`src/hdl/irq_enable_map.vh`:
```
`ifndef IRQ_ENABLE_MAP_VH
`define IRQ_ENABLE_MAP_VH

// Register byte offsets on the Wishbone slave.
`define OFS_ENABLE_2          4'h0
`define OFS_ENABLE_3          4'h4
`define OFS_EVENT_STATUS      4'h8
`define OFS_EVENT_MASK        4'hc

// Reset values.
`define ENABLE_2_RESET        8'h00
`define ENABLE_3_RESET        8'h00
`define EVENT_STATUS_RESET    12'h000
`define EVENT_MASK_RESET      12'h000

// Second enable register: field positions and implemented bits.
`define EN2_OSC_FAIL_BIT      7
`define EN2_COMPARATOR_BIT    6
`define EN2_BUS_COLLISION_BIT 3
`define EN2_LOW_VOLTAGE_BIT   2
`define EN2_TIMER3_BIT        1
`define EN2_RW_MASK           8'hce

// Third enable register: field positions and implemented bits.
`define EN3_LCD_BIT           6
`define EN3_SERIAL2_RX_BIT    5
`define EN3_SERIAL2_TX_BIT    4
`define EN3_CHARGE_TIME_BIT   3
`define EN3_CAPCOMP2_BIT      2
`define EN3_CAPCOMP1_BIT      1
`define EN3_RTC_BIT           0
`define EN3_RW_MASK           8'h4f

// Source numbering used by flag, request, status and mask vectors.
`define NUM_SOURCES           12
`define SRC_OSC_FAIL          0
`define SRC_COMPARATOR        1
`define SRC_BUS_COLLISION     2
`define SRC_LOW_VOLTAGE       3
`define SRC_TIMER3            4
`define SRC_LCD               5
`define SRC_SERIAL2_RX        6
`define SRC_SERIAL2_TX        7
`define SRC_CHARGE_TIME       8
`define SRC_CAPCOMP2          9
`define SRC_CAPCOMP1          10
`define SRC_RTC               11

`endif

```
`src/hdl/event_status_bank.v`:
```
`default_nettype none

module event_status_bank #(
	parameter WIDTH = 12
) (
	// Clock and reset
	input  wire             clock,
	input  wire             rst,
	// Events from the block
	input  wire [WIDTH-1:0] event_in,
	// Software access
	input  wire             clear_we,
	input  wire [WIDTH-1:0] clear_data,
	input  wire             mask_we,
	input  wire [WIDTH-1:0] mask_data,
	// State
	output reg  [WIDTH-1:0] status_reg,
	output reg  [WIDTH-1:0] mask_reg,
	output reg              irq_reg
);

	genvar i;
	generate
		for (i = 0; i < WIDTH; i = i + 1)
		begin : bit_cell
			// A new event beats a write-one-to-clear in the same cycle so it is never lost.
			always @(posedge clock)
			begin
				if (rst)
					status_reg[i] <= 1'b0;
				else if (event_in[i])
					status_reg[i] <= 1'b1;
				else if (clear_we && clear_data[i])
					status_reg[i] <= 1'b0;
			end
		end
	endgenerate

	always @(posedge clock)
	begin
		if (rst)
		begin
			mask_reg <= {WIDTH{1'b0}};
			irq_reg  <= 1'b0;
		end
		else
		begin
			if (mask_we)
				mask_reg <= mask_data;
			irq_reg <= |(status_reg & mask_reg);
		end
	end

endmodule // event_status_bank

`default_nettype wire

```
`src/hdl/peripheral_irq_enable_regs.v`:
```
// Operation
// - Second register bit 2 is read/write low-voltage enable, one permits, resets zero.
// - Second register bit 1 is read/write timer 3 overflow enable, resets zero.
// - Second register: bits 7,6,3 read/write reset zero; bits 5-4 and 0 read zero.
// - Third register: bit 7 reads zero; bits 5,4 read-only; bits 3-0 read/write.
`include "irq_enable_map.vh"
`default_nettype none

module peripheral_irq_enable_regs #(
	parameter NSRC = `NUM_SOURCES
) (
	// Clock and reset
	input  wire            clock,
	input  wire            rst,
	// Wishbone slave
	input  wire            wb_cyc_i,
	input  wire            wb_stb_i,
	input  wire            wb_we_i,
	input  wire [3:0]      wb_adr_i,
	input  wire [3:0]      wb_sel_i,
	input  wire [31:0]     wb_dat_i,
	output reg  [31:0]     wb_dat_o,
	output reg             wb_ack_o,
	// Peripheral pending flags
	input  wire [NSRC-1:0] pending_flags,
	// Second serial port enable state, owned by that port
	input  wire            serial2_rx_int_enable_in,
	input  wire            serial2_tx_int_enable_in,
	// LCD controller waveform state
	input  wire            lcd_type_b_waveform,
	input  wire            lcd_non_static_mode,
	// Gated requests toward the central interrupt logic
	output reg  [NSRC-1:0] int_request,
	// Event interrupt
	output wire            irq
);

	reg  [7:0]      enable_2_reg;
	reg  [7:0]      enable_2_next;
	reg  [7:0]      enable_3_reg;
	reg  [7:0]      enable_3_next;
	reg  [NSRC-1:0] enable_vec;
	reg  [NSRC-1:0] request_next;
	reg  [31:0]     read_next;
	wire            access;
	wire            wr;
	wire [NSRC-1:0] status_reg;
	wire [NSRC-1:0] mask_reg;
	wire            irq_reg;
	wire            status_clear_we;
	wire            mask_we;
	wire [NSRC-1:0] lane_data;
	wire            lanes_full;

	// One new access is taken per request; ack drops the cycle after it rises.
	assign access = wb_cyc_i && wb_stb_i && !wb_ack_o;
	assign wr     = access && wb_we_i;

	// Wider registers need both low byte lanes so a half write never clears a stray bit.
	assign lanes_full      = wb_sel_i[0] && wb_sel_i[1];
	assign lane_data       = wb_dat_i[NSRC-1:0];
	assign status_clear_we = wr && lanes_full && (wb_adr_i == `OFS_EVENT_STATUS);
	assign mask_we         = wr && lanes_full && (wb_adr_i == `OFS_EVENT_MASK);

	always @*
	begin
		enable_2_next = enable_2_reg;
		if (wr && wb_sel_i[0] && (wb_adr_i == `OFS_ENABLE_2))
			enable_2_next = wb_dat_i[7:0] & `EN2_RW_MASK;
	end

	always @*
	begin
		enable_3_next = enable_3_reg;
		if (wr && wb_sel_i[0] && (wb_adr_i == `OFS_ENABLE_3))
			enable_3_next = wb_dat_i[7:0] & `EN3_RW_MASK;
		// Serial port enables are read-only here; software writes cannot reach them.
		enable_3_next[`EN3_SERIAL2_RX_BIT] = serial2_rx_int_enable_in;
		enable_3_next[`EN3_SERIAL2_TX_BIT] = serial2_tx_int_enable_in;
	end

	always @(posedge clock)
	begin
		if (rst)
		begin
			enable_2_reg <= `ENABLE_2_RESET;
			enable_3_reg <= `ENABLE_3_RESET;
		end
		else
		begin
			enable_2_reg <= enable_2_next;
			enable_3_reg <= enable_3_next;
		end
	end

	always @*
	begin
		enable_vec = {NSRC{1'b0}};
		enable_vec[`SRC_OSC_FAIL]      = enable_2_reg[`EN2_OSC_FAIL_BIT];
		enable_vec[`SRC_COMPARATOR]    = enable_2_reg[`EN2_COMPARATOR_BIT];
		enable_vec[`SRC_BUS_COLLISION] = enable_2_reg[`EN2_BUS_COLLISION_BIT];
		enable_vec[`SRC_LOW_VOLTAGE]   = enable_2_reg[`EN2_LOW_VOLTAGE_BIT];
		enable_vec[`SRC_TIMER3]        = enable_2_reg[`EN2_TIMER3_BIT];
		enable_vec[`SRC_LCD]           = enable_3_reg[`EN3_LCD_BIT] && lcd_type_b_waveform
			&& lcd_non_static_mode;
		enable_vec[`SRC_SERIAL2_RX]    = enable_3_reg[`EN3_SERIAL2_RX_BIT];
		enable_vec[`SRC_SERIAL2_TX]    = enable_3_reg[`EN3_SERIAL2_TX_BIT];
		enable_vec[`SRC_CHARGE_TIME]   = enable_3_reg[`EN3_CHARGE_TIME_BIT];
		enable_vec[`SRC_CAPCOMP2]      = enable_3_reg[`EN3_CAPCOMP2_BIT];
		enable_vec[`SRC_CAPCOMP1]      = enable_3_reg[`EN3_CAPCOMP1_BIT];
		enable_vec[`SRC_RTC]           = enable_3_reg[`EN3_RTC_BIT];
	end

	// Flags are only read, never stored here, so disabling a source cannot lose its flag.
	always @*
	begin
		request_next = pending_flags & enable_vec;
	end

	always @*
	begin
		read_next = 32'h0000_0000;
		case (wb_adr_i)
			`OFS_ENABLE_2:
				read_next[7:0] = enable_2_reg;
			`OFS_ENABLE_3:
				read_next[7:0] = enable_3_reg;
			`OFS_EVENT_STATUS:
				read_next[NSRC-1:0] = status_reg;
			`OFS_EVENT_MASK:
				read_next[NSRC-1:0] = mask_reg;
			default:
				read_next = 32'h0000_0000;
		endcase
	end

	always @(posedge clock)
	begin
		if (rst)
		begin
			wb_ack_o    <= 1'b0;
			wb_dat_o    <= 32'h0000_0000;
			int_request <= {NSRC{1'b0}};
		end
		else
		begin
			wb_ack_o    <= access;
			int_request <= request_next;
			if (access && !wb_we_i)
				wb_dat_o <= read_next;
		end
	end

	// A status bit records each cycle a gated request is raised.
	event_status_bank #(
		.WIDTH(NSRC)
	) events (
		.clock     (clock),
		.rst       (rst),
		.event_in  (request_next),
		.clear_we  (status_clear_we),
		.clear_data(lane_data),
		.mask_we   (mask_we),
		.mask_data (lane_data),
		.status_reg(status_reg),
		.mask_reg  (mask_reg),
		.irq_reg   (irq_reg)
	);

	assign irq = irq_reg;

endmodule // peripheral_irq_enable_regs

`default_nettype wire

```
`config.mk`:
```
export PLATFORM = sky130hd
export DESIGN_NAME = peripheral_irq_enable_regs
export DESIGN_NICKNAME = d
export VERILOG_FILES = /design/src/hdl/event_status_bank.v /design/src/hdl/peripheral_irq_enable_regs.v
export VERILOG_INCLUDE_DIRS = /design/src /design/src/hdl
export SDC_FILE = /design/constraint.sdc
export NUM_CORES = 1
export LEC_CHECK = 0
export ABC_CLOCK_PERIOD_IN_PS = 1900
export BUFFER_PORTS_ARGS = -buffer_cell sky130_fd_sc_hd__buf_2
export CORE_ASPECT_RATIO = 1.4
export CORE_UTILIZATION = 48
export CTS_CLUSTER_DIAMETER = 50
export CTS_CLUSTER_SIZE = 28
export DETAILED_ROUTE_END_ITERATION = 16
export GPL_ROUTABILITY_DRIVEN = 0
export HOLD_SLACK_MARGIN = 0.06
export PLACE_DENSITY_LB_ADDON = 0.3
export SYNTH_ARGS = -nofsm -noshare
export SYNTH_HDL_FRONTEND = slang
export SYNTH_HIERARCHICAL = 1
export SYNTH_SLANG_ARGS = --single-unit
```
`constraint.sdc`:
```
create_clock -name clock -period 1.9 [get_ports clock]
set_input_delay 0.285 -clock clock [delete_from_list [all_inputs] [get_ports clock]]
set_output_delay 0.285 -clock clock [all_outputs]
set_load 0.1 [all_outputs]
```
==> impl_metrics.tcl, run 1 <==
set metrics [dict create \
    die_width_um 66.2 \
    core_area_mm2 0.00553 \
    ys.flop_type "dfxtp_1" \
    grt_pass1_vias 2106 \
    synth_top_cell_by_area "dfxtp_1" \
    path_max_fanout 12 \
    yosysWarnings 6 \
    grt_first_pass_wirelength_um 10200 \
    hp-start "serial2_rx_int_enable_in" \
    maxCapViolations 0 \
    postSynthCellCount 292 \
    hold_viol 0 \
    std_cell_rows 32 \
    finalMaxSlewViolations 0 \
    worstSetupPathType "flop to flop" \
    place_hpwl_um 4800 \
    grt.total_usage_pct 22.8 \
    synth_common_cells "dfxtp_1, nor2_1, mux2i_1" \
    worstReg2RegEnd "events/mask_reg[9]$_SDFFE_PP0P_" \
    status "completed" \
    rsz0062_at_grt "false" \
    syn_area_mm2 0.00277 \
    dr.pass1.iters 6 \
    synth_compound_area_share_pct 14.1 \
    dieArea_mm2 0.00608 \
    synth_edf_count 0 \
    r2r_start "wb_ack_o$_SDFF_PP0_" \
    ys_types 38 \
    ioPinCount 107 \
    grt_overflow_total 0 \
    antenna_found_initial 0 \
    synth_area_leaders "dfxtp_1, mux2i_1, buf_4" \
    power_density_mw_per_mm2 799 \
    synth_simple_gate_area_share_pct 21.1 \
    grt_max_degree 35 \
    fin_crit_sh_pct 85.7 \
    drc 0 \
    yosysSeqAreaShare_pct 44.8 \
    cts_hold_buf 0 \
    synth_fa_ha_area_share_pct 0 \
    async_flop_share_pct 0 \
    clkSinkCount 62 \
    wl_um 6470 \
    avgSynthCellArea_um2 9.48 \
    crit_path_end_kind "flop" \
    setup_viol 0 \
    vias_per_cell 5.31 \
    finalCriticalPeriod_ns 1.63 \
    peakVddDrop_mv 0.402 \
    start_util_pct 50.1 \
    root_buffer "clkbuf_8" \
    min_path_cells 2 \
    io_buffers 64 \
    hold_path_end "enable_3_reg[5]$_SDFF_PP0_" \
    hold_slack_ns 0.160 \
    synth_top_area_share_pct 44.8 \
    finalSetupTns_ns 0 \
    synth.area.mux_share_pct 10.7 \
    clk_path_buf_depth 2 \
    antenna_cells 0 \
    synth_top_family_by_area "simple AND/OR/NAND/NOR gates" \
    dieHeight_um 91.9 \
    clock_latency_ns 0.33 \
    clk_pin_slew_worst_paths_ns 0.06 \
    synth_xor_area_share_pct 0 \
    synth_most_common_cell "dfxtp_1" \
    total_power_uw 2640 \
    fmax_mhz 614 \
    required_ns 2.13 \
    num_vias 2296 \
    postCtsSetupBuffers 0 \
    rr_worst_depth 6 \
    post_cts_resized 0 \
    start_kind "flop" \
    detail_route.wl_per_cell_um 15.0 \
    arrival_ns 1.85 \
    dr.first_iter.drc_count 132 \
    drive_gt1_share_pct 28.6 \
    cts_htree_levels 3 \
    cts_buffers 9 \
    ys_ff_latch 62 \
    finClkSkew_ns 0.00462 \
    nets 423 \
    ant_nets 0 \
    syn_to_final_growth_pct 19.4 \
    hold_class "primary input to flop" \
    p_leak_uw 0.00136 \
    r2r_slack_ns 0.27 \
    tritoncts "yes" \
]
## how the worst max path moves through the flow
stage | startpoint | to | slack, ns
2_1_floorplan | wb_ack_o$_SDFF_PP0_ | events/mask_reg[10]$_SDFFE_PP0P_ | 0.20
3_3_place_gp | wb_adr_i[3] | events/mask_reg[9]$_SDFFE_PP0P_ | 0.32
3_5_place_dp | wb_ack_o$_SDFF_PP0_ | events/mask_reg[9]$_SDFFE_PP0P_ | 0.28
4_1_cts | wb_ack_o$_SDFF_PP0_ | events/mask_reg[9]$_SDFFE_PP0P_ | 0.27
5_1_grt | wb_ack_o$_SDFF_PP0_ | events/mask_reg[6]$_SDFFE_PP0P_ | 0.12
6_report | wb_ack_o$_SDFF_PP0_ | events/mask_reg[9]$_SDFFE_PP0P_ | 0.27
## layout make-up
type | count | area [µm²]
well taps | 68 | 85.1
multi-input cells | 205 | 1340
flip-flops and latches | 62 | 1240
fillers | 477 | 2220
clock inverters | 2 | 10.0
repair buffers | 75 | 440
inverters | 9 | 33.8
clock buffers | 11 | 151
## worst max-delay path, stage by stage, from the launching register on
cell	delay, ns
dfxtp_2	0.33
nand3b_1	0.30
nor2_1	0.19
and4_1	0.27
buf_12	0.17
mux2i_1	0.20
nor2_1	0.05
## layout by cell type, fill, tap and decap left out, types with 8 or more instances in the layout
cell type / synthesis / layout
a21oi_1: 21 / 21
and2_1: 12 / 12
buf_2: 7 / 64
buf_4: 20 / 8
clkbuf_8: 0 / 11
conb_1: 1 / 20
dfxtp_1: 62 / 61
inv_1: 9 / 9
mux2i_1: 25 / 25
nand2_1: 14 / 14
nand2b_1: 10 / 10
nor2_1: 26 / 26
nor2b_1: 16 / 16
o32ai_1: 8 / 8
## cell families after synthesis
group / Yosys count
buffers and inverters: 44
AND/OR/NAND/NOR: 103
multiplexers: 29
other: 1
AO/OA/AOI/OAI: 53
flip-flops: 62
## stage by stage
stage          area [µm²]  instances  worst slack [ns]  util (%)
2_1_floorplan        2840        311             0.197         -
3_3_place_gp         3140        419             0.324      56.9
3_5_place_dp         3140        419             0.282      56.9
4_1_cts              3310        432             0.270      59.8
5_1_grt              3310        432             0.117      59.8
6_report             3310        432             0.272      59.8
## metal layers
layer,vias up,routed length (µm),global-route usage [%]
met5,-,0,0
met4,0,126,10.6
met3,11,369,4.73
met2,77,3230,37.5
met1,1078,2750,27.9
li1,1130,-,-
## power breakdown
part / total, µW / internal [µW] / leakage [µW] / switching [µW]
sequential: 1310 / 1310 / 0.000501 / 5.40
combinational: 344 / 65.8 / 0.000768 / 278
clock: 985 / 518 / 0.0000869 / 467
No activity file was read; power rests on OpenSTA's default activity.
==> run 2: changes to the inputs <==
PLACE_DENSITY = 0.88   (was not set)
PLACE_DENSITY_LB_ADDON = not set   (was 0.3)
==> run 2 against run 1 <==
Combinational power about the same. Die area stayed put. Register-to-register slack better by 0.07 ns. Worst hold slack got worse by 0.0028 ns. Clock power up 9%. Wire length increased by 3.5%. Critical endpoint is now events/mask_reg[3]$_SDFFE_PP0P_. Largest cell class unchanged.
==> impl_metrics.tcl, run 2 (synthesis gave the netlist of run 1 again) <==
set metrics [dict create \
    num_vias 2390 \
    peakVddDrop_mv 0.566 \
    syn_to_final_growth_pct 19.2 \
    root_buffer "clkbuf_8" \
    clk_pin_slew_worst_paths_ns 0.06 \
    wl_um 6700 \
    clk_path_buf_depth 2 \
    mostFrequentLayoutCell "buf_2" \
    drive_gt1_share_pct 28.6 \
    final_util_pct 59.7 \
    finalMaxSlewViolations 0 \
    finClkSkew_ns 0.00488 \
    arrival_ns 1.78 \
    dr.first_iter.drc_count 202 \
    clock_latency_ns 0.34 \
    p_leak_uw 0.00136 \
    grt_max_degree 30 \
    placed_cells 420 \
    path_max_fanout 12 \
    dr.pass1.iters 5 \
    grt_pass1_vias 2153 \
    required_ns 2.12 \
    grt_first_pass_wirelength_um 10400 \
    ant_nets 0 \
    ioPinCount 107 \
    postCtsSetupBuffers 0 \
    fmax_mhz 640 \
    cts_htree_levels 3 \
    fin_crit_sh_pct 82.2 \
    antenna_cells 0 \
    core_area_mm2 0.00553 \
    rsz0062_at_grt "false" \
    nets 424 \
    power_density_mw_per_mm2 827 \
    finalSetupTns_ns 0 \
    min_path_cells 2 \
    drc 0 \
    vias_per_cell 5.49 \
    setup_viol 0 \
    post_cts_resized 0 \
    r2r_slack_ns 0.34 \
    hold_slack_ns 0.157 \
    finalCriticalPeriod_ns 1.56 \
    rr_worst_depth 6 \
    hold_viol 0 \
    grt_overflow_total 0 \
    cts_buffers 9 \
    maxCapViolations 0 \
    status "completed" \
    start_util_pct 50.1 \
    worstSetupPathType "flop to flop" \
    stdcell_count 435 \
    grt.total_usage_pct 23.2 \
    cts_hold_buf 0 \
    antenna_found_initial 0 \
    detail_route.wl_per_cell_um 15.4 \
    hold_class "primary input to flop" \
    fillers 456 \
    io_buffers 64 \
    layout_common_cells "buf_2, dfxtp_1, nor2_1, mux2i_1, a21oi_1" \
    dieArea_mm2 0.00608 \
    std_cell_rows 32 \
    start_kind "flop" \
    tritoncts "yes" \
    dieHeight_um 91.9 \
    place_hpwl_um 4910 \
    die_width_um 66.2 \
    clkSinkCount 62 \
    crit_path_end_kind "flop" \
]
run 2: worst paths after layout:
| kind | endpoint | from |
|---|---|---|
| min reg2reg | wb_dat_o[2]$_SDFFE_PP0P_ | wb_dat_o[2]$_SDFFE_PP0P_ |
| max reg2reg | events/mask_reg[3]$_SDFFE_PP0P_ | wb_ack_o$_SDFF_PP0_ |
| min | enable_3_reg[4]$_SDFF_PP0_ | serial2_tx_int_enable_in |
| max | events/mask_reg[3]$_SDFFE_PP0P_ | wb_ack_o$_SDFF_PP0_ |
run 2: layer usage:
layer  up-vias  GRT usage (%)  share of wire (%)
li1       1134              -                  -
met1      1133           26.3                 39
met2       109           40.1                 52
met3        14           5.72                6.7
met4         0           10.1                2.3
met5         -              0                  0
run 2: critical path, stage by stage (launching register included):
cell and delay (ns):
dfxtp_2 0.33, nand3b_1 0.19, nor2_1 0.14, and4_1 0.19
buf_4 0.25, mux2i_1 0.27, nor2_1 0.07
run 2: final cells by class:
cell class / count / area (µm²) / share of cell area (%)
multi-input combinational: 205 / 1340 / 40.7
sequential: 62 / 1240 / 37.6
timing repair buffer: 76 / 410 / 12.4
clock buffer: 15 / 186 / 5.65
tap: 68 / 85.1 / 2.58
inverter: 9 / 33.8 / 1.02
run 2: metrics by stage:
stage                     total power (µW)  setup slack [ns]  area (µm²)
after floorplan                       1630             0.197        2840
after global placement                1680             0.305        3110
after detailed placement              1680             0.234        3110
after CTS                             2740             0.367        3300
after global routing                  2820             0.226        3300
final                                 2730             0.338        3300
run 2: power by group:
group	switching, µW	internal, µW	total [µW]
registers	5.33	1310	1310
clock network	461	610	1070
logic	280	65.7	346
total	746	1980	2730
==> run 3: changes to the inputs <==
ABC_AREA = 1   (was not set)
ABC_CLOCK_PERIOD_IN_PS = 1500   (was 1900)
clock period = 1.5 ns   (was 1.9 ns; I/O delays follow)
==> run 3 against run 2 <==
Global-route usage up 0.88 points. Design area decreased by 0.72%. Critical path depth is 3 higher. Combinational power increased by 40%. Clock-buffer cell count decreased by 2. Register-to-register slack got worse by 0.22 ns. Final cell count is 19% higher. Synthesized area is 0.50% lower. Sequential power increased by 27%. Die area is 0.49% lower. Wire length barely moved. Via count rose by 9.9%. Critical path type unchanged. Largest power group unchanged.
==> impl_metrics.tcl, run 3 <==
set metrics [dict create \
    synth_top_area_share_pct 45.0 \
    grt_overflow_total 0 \
    fin_crit_sh_pct 91.8 \
    postCtsSetupBuffers 0 \
    seq_area_mm2 0.00124 \
    cts_htree_levels 3 \
    dieArea_mm2 0.00605 \
    avgSynthCellArea_um2 7.45 \
    ant_nets 0 \
    multi_input_area_mm2 0.00121 \
    hold_class "primary input to flop" \
    tritoncts "yes" \
    worstSetupPathType "flop to flop" \
    drc 0 \
    grt_pass1_vias 2505 \
    synth_top_cell_by_area "dfxtp_1" \
    syn_to_final_growth_pct 18.9 \
    dieHeight_um 91.6 \
    ioPinCount 107 \
    num_vias 2626 \
    finalMaxSlewViolations 0 \
    die_width_um 66.0 \
    io_buffers 64 \
    place_hpwl_um 4970 \
    required_ns 1.72 \
    yosysWarnings 6 \
    clk_pin_slew_worst_paths_ns 0.06 \
    syn_area_mm2 0.00276 \
    clk_path_buf_depth 2 \
    synth_area_leaders "dfxtp_1, nand2_1, nor2_1" \
    start_kind "flop" \
    start_util_pct 49.9 \
    crit_path_end_kind "flop" \
    ys_types 26 \
    placed_cells 500 \
    power_density_mw_per_mm2 1070 \
    detail_route.wl_per_cell_um 13.0 \
    synth_common_cells "nand2_1, dfxtp_1, nor2_1" \
    synth_most_common_cell "nand2_1" \
    rsz0062_at_grt "false" \
    yosysSeqAreaShare_pct 45.0 \
    peakVddDrop_mv 0.652 \
    dr.first_iter.drc_count 139 \
    grt_first_pass_wirelength_um 10800 \
    fillers 512 \
    finClkSkew_ns 0.00773 \
    vias_per_cell 5.09 \
    clkSinkCount 62 \
    cts_hold_buf 0 \
    root_buffer "clkbuf_8" \
    dr.pass1.iters 4 \
    ys.flop_type "dfxtp_1" \
    synth_edf_count 0 \
    maxCapViolations 0 \
    core_area_mm2 0.00553 \
    clock_latency_ns 0.34 \
    cts_buffers 9 \
    layout_common_cells "nand2_1, buf_2, dfxtp_1, nor2_1, inv_1" \
    finalCriticalPeriod_ns 1.38 \
    fmax_mhz 726 \
    grt_max_degree 19 \
    mostFrequentLayoutCell "nand2_1" \
    postSynthCellCount 370 \
    p_leak_uw 0.00158 \
    grt.total_usage_pct 24.1 \
    setup_viol 0 \
    ys_ff_latch 62 \
    antenna_found_initial 0 \
    nets 504 \
    path_max_fanout 7 \
    antenna_cells 0 \
    drive_gt1_share_pct 26.8 \
    hold_viol 0 \
    status "completed" \
    finalSetupTns_ns 0 \
    async_flop_share_pct 0 \
    std_cell_rows 32 \
    wl_um 6700 \
    arrival_ns 1.60 \
    stdcell_count 516 \
]
-- run 3: layer usage --
layer / wire length, µm / up-vias / GRT usage (%)
met5: 0 / - / 0
met1: 2490 / 1177 / 25.3
met4: 315 / 0 / 17.7
met2: 3410 / 130 / 40.9
met3: 475 / 25 / 4.98
li1: - / 1294 / -
-- run 3: cell families (layout without fill, tap and decap cells) --
logic type / count (synthesis) / count (layout) / share of synthesized area, %
simple gates: 175 / 175 / 28.4
other cells: 1 / 20 / 0.136
buf+inv: 68 / 127 / 14.0
compound gates: 64 / 64 / 12.4
flops: 62 / 62 / 45.0
-- run 3: where the power goes --
group	switching (µW)	internal, µW
Clock	622	730
Combinational	405	77.9
Sequential	9.78	1660
Total	1040	2470
-- run 3: worst max-delay path, cell delays in order (launching register included) --
cell and delay, ns:
dfxtp_4 0.33, inv_1 0.06, nand3_2 0.11, nor2_4 0.13, nand2_1 0.10, nor2_2 0.14
buf_6 0.15, nand2_1 0.06, a21oi_1 0.13, nor2_1 0.06
-- run 3: cell type report --
cell class | count | share of cell area, %
flip-flops and latches | 62 | 38.0
clock inverters | 3 | 0.535
well taps | 68 | 2.60
multi-input cells | 259 | 37.0
repair buffers | 76 | 12.6
clock buffers | 13 | 5.15
inverters | 35 | 4.05
-- run 3: final timing paths --
kind                                                 start                           endpoint  slack (ns)  depth (start not counted)
worst max-delay path                   wb_ack_o$_SDFF_PP0_  events/status_reg[6]$_SDFFE_PP0P_        0.12                          9
worst max register to register         wb_ack_o$_SDFF_PP0_  events/status_reg[6]$_SDFFE_PP0P_        0.12                          9
worst min register to register  enable_3_reg[4]$_SDFF_PP0_          int_request[7]$_SDFF_PP0_        0.46                          2
worst min-delay path              serial2_rx_int_enable_in         enable_3_reg[5]$_SDFF_PP0_        0.10                          3
-- run 3: stage by stage --
step | instance area [µm²] | setup slack (ns) | util (%) | hold slack, ns | power, µW
final | 3280 | 0.122 | 59.3 | 0.101 | 3510
after global routing | 3280 | 0.00527 | 59.3 | 0.0925 | 3620
after CTS | 3270 | 0.0607 | 59.1 | 0.0875 | 3530
after detailed placement | 3080 | 0.0691 | 55.8 | 0.442 | 2190
after global placement | 3080 | 0.147 | 55.8 | 0.432 | 2180
after floorplan | 2840 | 0.00632 | - | 0.294 | 2130
-- run 3: timing repair --
item	CTS	global route
hold endpoints to repair	0	0
setup endpoints to repair	0	27
gates resized for setup	0	2
